### config.mk
export PLATFORM = sky130hd
export DESIGN_NAME = brake_output_sequencer
export DESIGN_NICKNAME = d
export VERILOG_FILES = /design/src/design/brake_seq_pkg.sv /design/src/design/brake_output_sequencer.sv /design/src/design/ms_tick_gen.sv
export SDC_FILE = /design/constraint.sdc
export NUM_CORES = 1
export LEC_CHECK = 0
export BUFFER_PORTS_ARGS = -buffer_cell sky130_fd_sc_hd__buf_2
export CAP_MARGIN = 10
export CORE_AREA = 2 2 90 92
export DETAILED_ROUTE_END_ITERATION = 10
export DIE_AREA = 0 0 92 94
export GPL_ROUTABILITY_DRIVEN = 0
export MAX_ROUTING_LAYER = met4
export PLACE_DENSITY = 0.82
export REMOVE_ABC_BUFFERS = 1
export SLEW_MARGIN = 0
export SYNTH_ARGS = -nofsm -noshare
export SYNTH_HDL_FRONTEND = slang
export SYNTH_HIERARCHICAL = 1
export SYNTH_SLANG_ARGS = --single-unit
### constraint.sdc
create_clock -name core_clk -period 5.3 [get_ports core_clk]
set_input_delay 0.265 -clock core_clk [delete_from_list [all_inputs] [get_ports core_clk]]
set_output_delay 0.265 -clock core_clk [all_outputs]
set_load 0.1 [all_outputs]
### src/design/brake_seq_pkg.sv
// Shared types and constants for the brake output sequencer
package brake_seq_pkg;
  localparam int CLK_HZ = 100_000_000;
  localparam int TICK_MS = 1;
  localparam int TICK_CYCLES = CLK_HZ / 1000 * TICK_MS;
  localparam int DELAY_MAX_MS = 10000;
  localparam logic [13:0] DELAY_DEFAULT = 14'h0000;
  localparam int SPEED_MAX_RPM = 10000;
  localparam logic [13:0] SPEED_DEFAULT = 14'h0064;
  localparam int WAIT_UNIT_MS = 10;
  localparam logic [6:0] WAIT_MIN = 7'h0A;
  localparam logic [6:0] WAIT_MAX = 7'h64;
  localparam logic [6:0] WAIT_DEFAULT = 7'h32;

  typedef enum logic [1:0] {
    STOP_WINDING_SHORT,
    STOP_FREE_RUN,
    STOP_ZERO_SPEED,
    STOP_SLOW_DOWN
  } stop_method_t;

  typedef enum logic [1:0] {
    POST_WINDING_SHORT,
    POST_FREE_RUN,
    POST_ZERO_HOLD
  } post_state_t;

  typedef struct packed {
    logic [13:0] delay_ms;
    logic [13:0] speed_thresh;
    logic [6:0] wait_10ms;
    logic [13:0] motor_max_speed;
    stop_method_t alarm_stop;
    post_state_t post_stop;
  } brake_cfg_t;

  typedef struct packed {
    logic energized;
    logic winding_short;
    logic zero_speed_cmd;
    logic slow_down;
    logic pos_hold;
  } drive_ctl_t;
endpackage

### src/design/brake_output_sequencer.sv
// Brake release output and de-energize sequencer
// Overview of operation
// - Servo-off while stationary drops brake release so the brake engages.
// - Stationary servo-off keeps motor energized for programmed 0..10000 ms delay.
// - Alarm removes motor power at once, ignoring the delay, unless a zero-speed alarm stop is running.
// - Alarm while rotating stops the motor, then drops brake release later.
// - After de-energize, engage brake once speed falls below threshold (default 100).
// - Also engage brake when wait time (10..100 x 10 ms, default 50) expires.
// - Effective speed threshold is clamped to motor maximum speed.
// - Zero-speed alarm stop applies the brake delay after the motor rests.
// - Winding-short stop shorts the winding to stop urgently.
// - Free-running stop withdraws drive; motor coasts by friction.
// - Zero-speed stop forces the internal speed command to zero.
// - Slow-down stop decelerates with emergency-stop torque.
// - Free-running post-stop state exerts no control over the motor.
// - Zero-position post-stop state holds position with zero command unless alarm is active.
// - Default alarm stop method is zero-speed stop.
// - Brake release high releases brake; low on servo off or alarm except in S_COAST, S_ALM_STOP or overtravel.
// - Overtravel keeps brake release asserted.
module brake_output_sequencer #(
  parameter int TICK_CYCLES = brake_seq_pkg::TICK_CYCLES
) (
  input wire logic core_clk,
  input wire logic rst_n,
  input wire logic servo_on_command,
  input wire logic servo_off_command,
  input wire logic alarm,
  input wire logic alarm_zero_speed_ok,
  input wire logic overtravel,
  input wire logic motor_stopped,
  input wire logic [13:0] motor_speed,
  input wire brake_seq_pkg::brake_cfg_t cfg,
  output logic brake_release_out,
  output brake_seq_pkg::drive_ctl_t drive_ctl,
  output logic busy
);
  initial begin
    if (TICK_CYCLES < 2) $error("brake_output_sequencer: TICK_CYCLES too small");
  end

  typedef enum logic [2:0] {
    S_OFF,
    S_ON,
    S_DELAY,
    S_ALM_STOP,
    S_ALM_DELAY,
    S_COAST,
    S_DONE
  } seq_state_t;

  logic tick;
  ms_tick_gen #(.CYCLES(TICK_CYCLES)) u_tick (
    .core_clk(core_clk),
    .rst_n(rst_n),
    .tick(tick)
  );

  // Command, alarm, overtravel and stopped pins pass two flops
  logic [4:0] sync1_q, sync2_q;
  always_ff @(posedge core_clk) begin
    if (!rst_n) begin
      sync1_q <= '0;
      sync2_q <= '0;
    end else begin
      sync1_q <= {servo_on_command, servo_off_command, alarm, overtravel, motor_stopped};
      sync2_q <= sync1_q;
    end
  end
  logic on_cmd, off_cmd, alm, ot, stopped;
  assign {on_cmd, off_cmd, alm, ot, stopped} = sync2_q;

  function automatic logic [13:0] clamp_speed(input logic [13:0] v, input logic [13:0] mx);
    clamp_speed = (v > mx) ? mx : v;
  endfunction

  function automatic logic [6:0] clamp_wait(input logic [6:0] w);
    if (w < brake_seq_pkg::WAIT_MIN) clamp_wait = brake_seq_pkg::WAIT_MIN;
    else if (w > brake_seq_pkg::WAIT_MAX) clamp_wait = brake_seq_pkg::WAIT_MAX;
    else clamp_wait = w;
  endfunction

  logic [13:0] eff_thresh;
  logic [16:0] wait_ms;
  assign eff_thresh = clamp_speed(cfg.speed_thresh, cfg.motor_max_speed);
  assign wait_ms = 17'(clamp_wait(cfg.wait_10ms) * brake_seq_pkg::WAIT_UNIT_MS);

  seq_state_t st_q, st_d;
  logic [16:0] tmr_q, tmr_d;
  logic rel_q, rel_d;
  brake_seq_pkg::drive_ctl_t ctl_q, ctl_d;
  logic busy_q, busy_d;
  logic alm_q, alm_rise;
  assign alm_rise = alm & ~alm_q;

  always_comb begin
    st_d = st_q;
    tmr_d = tick ? tmr_q + 17'h00001 : tmr_q;
    unique case (st_q)
      S_OFF: begin
        tmr_d = '0;
        if (on_cmd && !alm) st_d = S_ON;
      end
      S_ON: begin
        tmr_d = '0;
        if (alm) begin
          if (stopped) st_d = S_DONE;
          else if (alarm_zero_speed_ok && cfg.alarm_stop == brake_seq_pkg::STOP_ZERO_SPEED)
            st_d = S_ALM_STOP;
          else st_d = S_COAST;
        end else if (off_cmd) begin
          st_d = stopped ? S_DELAY : S_COAST;
        end
      end
      S_DELAY: begin
        if (alm) st_d = S_DONE;
        else if (tmr_q >= 17'(cfg.delay_ms)) st_d = S_DONE;
      end
      S_ALM_STOP: begin
        tmr_d = '0;
        if (stopped) st_d = S_ALM_DELAY;
      end
      S_ALM_DELAY: begin
        if (tmr_q >= 17'(cfg.delay_ms)) st_d = S_DONE;
      end
      S_COAST: begin
        if (motor_speed < eff_thresh || tmr_q >= wait_ms) st_d = S_DONE;
      end
      S_DONE: begin
        tmr_d = '0;
        if (!alm && !off_cmd && on_cmd) st_d = S_ON;
      end
    endcase
    if (alm_rise && st_q == S_COAST) tmr_d = '0;
  end

  always_comb begin
    rel_d = 1'b0;
    ctl_d = '0;
    busy_d = 1'b1;
    unique case (st_d)
      S_ON: begin
        rel_d = 1'b1;
        ctl_d.energized = 1'b1;
        busy_d = 1'b0;
      end
      S_DELAY, S_ALM_DELAY: begin
        ctl_d.energized = 1'b1;
        ctl_d.pos_hold = 1'b1;
      end
      S_ALM_STOP: begin
        // Brake is only a holding brake: keep it released until the motor rests
        rel_d = 1'b1;
        ctl_d.energized = 1'b1;
        ctl_d.zero_speed_cmd = 1'b1;
      end
      S_COAST: begin
        // Released until speed threshold or wait expiry ends the coast
        rel_d = 1'b1;
        unique case (cfg.alarm_stop)
          brake_seq_pkg::STOP_WINDING_SHORT: ctl_d.winding_short = 1'b1;
          brake_seq_pkg::STOP_SLOW_DOWN: ctl_d.slow_down = 1'b1;
          default: ;
        endcase
      end
      S_DONE: begin
        busy_d = 1'b0;
        unique case (cfg.post_stop)
          brake_seq_pkg::POST_WINDING_SHORT: ctl_d.winding_short = 1'b1;
          brake_seq_pkg::POST_ZERO_HOLD: begin
            ctl_d.energized = !alm;
            ctl_d.pos_hold = !alm;
          end
          default: ;
        endcase
      end
      default: busy_d = 1'b0;
    endcase
    if (ot) rel_d = 1'b1;
    else if ((alm || off_cmd) && st_d != S_COAST && st_d != S_ALM_STOP)
      rel_d = 1'b0;
  end

  always_ff @(posedge core_clk) begin
    if (!rst_n) begin
      st_q <= S_OFF;
      tmr_q <= '0;
      rel_q <= 1'b0;
      ctl_q <= '0;
      busy_q <= 1'b0;
      alm_q <= 1'b0;
    end else begin
      st_q <= st_d;
      tmr_q <= tmr_d;
      rel_q <= rel_d;
      ctl_q <= ctl_d;
      busy_q <= busy_d;
      alm_q <= alm;
    end
  end

  assign brake_release_out = rel_q;
  assign drive_ctl = ctl_q;
  assign busy = busy_q;
endmodule

### src/design/ms_tick_gen.sv
// Millisecond tick divider
module ms_tick_gen #(
  parameter int CYCLES = brake_seq_pkg::TICK_CYCLES
) (
  input wire logic core_clk,
  input wire logic rst_n,
  output logic tick
);
  initial begin
    if (CYCLES < 2) $error("ms_tick_gen: CYCLES must be at least 2");
  end
  logic [$clog2(CYCLES)-1:0] cnt_q, cnt_d;
  logic tick_q, tick_d;
  localparam logic [$clog2(CYCLES)-1:0] LAST = ($clog2(CYCLES))'(CYCLES - 1);

  always_comb begin
    cnt_d = cnt_q + 1'b1;
    tick_d = 1'b0;
    if (cnt_q == LAST) begin
      cnt_d = '0;
      tick_d = 1'b1;
    end
  end

  always_ff @(posedge core_clk) begin
    if (!rst_n) begin
      cnt_q <= '0;
      tick_q <= 1'b0;
    end else begin
      cnt_q <= cnt_d;
      tick_q <= tick_d;
    end
  end
  assign tick = tick_q;
endmodule
==> out/qor.txt <==
Status -> complete, no violations
Fmax -> 0.230 GHz
Simple-gate portion of the synthesized area -> 23.2%
Asr flop ratio synth -> 0%
CTS max path bufs -> 2
Worst EP required -> 5.49 ns
Worst slew margin -> 27.4%
Largest area contributor in the netlist -> dfxtp_1
Gate count after technology mapping -> 514
Post-Synthesis Cell Area -> 4300 µm²
Final Cycle Share -> 81.9%
Postcts setup bufs -> 0
Synth Area in Compound Gates -> 16.4%
Mux cell area share after synthesis -> 3.49%
Fin worst setup slack -> 0.961 ns
Syn avg cell area -> 8.37 µm²
Die height -> 94 µm
Synth Area in XOR/XNOR -> 6.92%
Largest family of logic cells by synthesized area -> simple AND/OR/NAND/NOR gates
DR DRC count -> 0
Crit Path Max Fanout -> 10
Vias in the first global route -> 3885
Global-route wire length before repair -> 16100 µm
Std cell rows -> 32
Final Hold Viols -> 0
Buf/Inv on CP -> 1
Clock latency on the worst-skew pair -> 0.31 ns
Worst stage delay on the critical path -> 0.56 ns
Hold slack -> 0.157 ns
Total wire length -> 9320 µm
Final Critical Period -> 4.34 ns
GRT Util Overall -> 22.9%
Max rail drop VDD -> 0.181 mV
Routed wire per std cell -> 13.5 µm
Cell depth of the worst flop-to-flop path -> 8
Adder-cell share of the synthesized area -> 18.2%
Synth top area cells -> dfxtp_1 26%, ha_1 18%, nor2_1 4.5%
Area share of the largest cell type after synthesis -> 26.1%
Nets -> 726
Hold/Removal Path Class -> input pin to flip-flop
Setup Viol. Count Final -> 0
Max cap viols -> 0
Die W -> 92 µm
# resized after CTS -> 0
Hold path cells -> 2
Synth cell types -> 60
CORE AREA -> 7610 µm²
PortBufs -> 81
Sequential area share after synthesis -> 26.1%
CP Class -> input pin to flip-flop
Setup crit start kind -> input pin
Clk pin slew, worst setup/hold paths -> 0.09 ns
EDFF count, synth -> 0
Worst slew pin tran -> 1.09 ns
Initial Utilization -> 56.5%
Vias -> 3909
CP delay by family, top -> compound AO/OA/AOI/OAI gates
Share of cells above drive strength 1 -> 17.8%
Root Buffer -> clkbuf_8
Yosys reg bits -> 56
# IOs -> 82
Vias per cell -> 5.66
Placement Setup Slack -> 0.669 ns
Hold bufs inserted after CTS -> 0
Crit path depth -> 20
Yosys warnings -> 6
Largest net degree at the start of global routing -> 23
Post-synth top flop -> dfxtp_1
Cell Pwr Density -> 256 nW/µm²
# clock sinks -> 56
N_diodes -> 0
Worst Skew -> 0.0101 ns
DP HPWL -> 7520 µm
TritonRoute pass-1 iters -> 4
H-tree level count -> 2
Leakage -> 2.26 nW
Max-slew violations -> 0
CP arrival -> 4.53 ns
Routed Antenna Nets -> 0
Worst path slowest cell -> or4b_4
Pwr Total -> 0.00124 W
Critical path capture point type -> flip-flop
RSZ-0062 raised after global routing -> false
Global route total overflow -> 0
Setup TNS -> 0 ns
Area grow syn2layout -> 12.9%
CTS tree -> built
DR iter-0 viols -> 205
Die area -> 8650 µm²
Initial antenna violation count -> 0
TritonCTS Buffers -> 5
CP Cell Sequence -> buf_2 -> a211oi_1 -> a21oi_1 -> o21ai_0 -> ha_1 -> ha_1 -> a21o_1 -> a21oi_1 -> o21ai_0 -> a21oi_1 -> xor2_1 -> ha_1 -> a21o_1 -> nand2_1 -> nand4_1 -> or4b_4 -> a2111oi_4 -> o21ai_2 -> o211ai_1 -> o41ai_2
cells in the mapped netlist (10+ instances only):
| master | n |
|---|---|
| nand3_1 | 13 |
| dfxtp_1 | 56 |
| ha_1 | 61 |
| nand4_1 | 16 |
| xor2_1 | 17 |
| and3_1 | 10 |
| nor4_1 | 11 |
| nor3_1 | 14 |
| and2_1 | 17 |
| mux2i_1 | 15 |
| o21ai_0 | 16 |
| inv_1 | 46 |
| nand2_1 | 31 |
| a21oi_1 | 25 |
| xnor2_1 | 17 |
| clkbuf_1 | 11 |
| nor2_1 | 51 |
where the power goes:
part | leakage (nW) | total, W | internal (W) | switching, W
Sequential | 0.455 | 0.000476 | 0.000450 | 0.0000263
Clock | 0.0406 | 0.000229 | 0.0000924 | 0.000137
Combinational | 1.77 | 0.000536 | 0.000189 | 0.000347
cells in the final DEF, fill, tap and decap left out, drive strengths merged, types with 5 or more instances in the layout:
master / count
ha: 61
o21a: 7
a21o: 8
a211oi: 5
and2: 17
nor2: 51
buf: 82
inv: 48
xnor2: 17
nand4: 17
o21ai: 18
clkbuf: 5
xor2: 17
dfxtp: 56
and3: 11
mux2i: 15
nand3: 13
nor3: 14
nor4: 12
nand2: 31
a21oi: 26
kinds of logic (layout without fill, tap and decap cells):
kind of cell | count (synthesis) | after routing
flip-flops | 56 | 56
adder cells (fa/ha/maj) | 62 | 62
AO/OA/AOI/OAI | 96 | 96
buffers and inverters | 61 | 136
multiplexers | 15 | 15
AND/OR/NAND/NOR | 190 | 190
XOR/XNOR | 34 | 34
worst reg2reg max path: cells and delay by family, from the launching register on:
family / cells / cell delay [ns]
AO/OA/AOI/OAI: 6 / 1.52
adder cells (fa/ha/maj): 1 / 0.38
flip-flops: 1 / 0.37
AND/OR/NAND/NOR: 1 / 0.57
final timing paths:
path	from	slack, ns	end
setup / recovery	cfg[20]	0.96	drive_ctl[4]
hold / removal	motor_stopped	0.16	sync1_q[0]
setup reg to reg	tmr_q[5]	2.34	drive_ctl[4]
hold reg to reg	sync1_q[3]	0.44	sync2_q[3]
cell type report:
class                           instances  area, µm²
Multi-Input combinational cell        397       2930
Fill cell                             658       2750
Sequential cell                        56       1120
Timing Repair Buffer                   82        413
Inverter                               47        176
Tap cell                              102        128
Clock buffer                            5       68.8
Clock inverter                          2       16.3
registers in the layout (all words and copies together), names as in the netlist:
register and count:
alm_q 1, brake_release_out 1, busy 1, drive_ctl 5
st_q 3, sync1_q 5, sync2_q 5, tmr_q 17
u_tick/cnt_q 17, u_tick/tick 1
metrics by stage:
step | utilization [%] | std cells | instance area, µm²
after floorplan | - | 500 | 4230
after global placement | 62.7 | 684 | 4770
after detailed placement | 62.7 | 684 | 4770
after CTS | 63.8 | 691 | 4860
after global routing | 63.8 | 691 | 4860
final | 63.8 | 691 | 4860
layer usage:
layer / vias up / track usage, % / wire, µm / part of all wire, %
met1: 1815 / 25.7 / 3970 / 43
met4: 0 / 7.21 / 170 / 1.8
met2: 94 / 42.2 / 4760 / 51
met5: - / - / 0 / 0
li1: 1981 / - / - / -
met3: 19 / 3.21 / 417 / 4.5
Power figures use the tool's default switching activity.
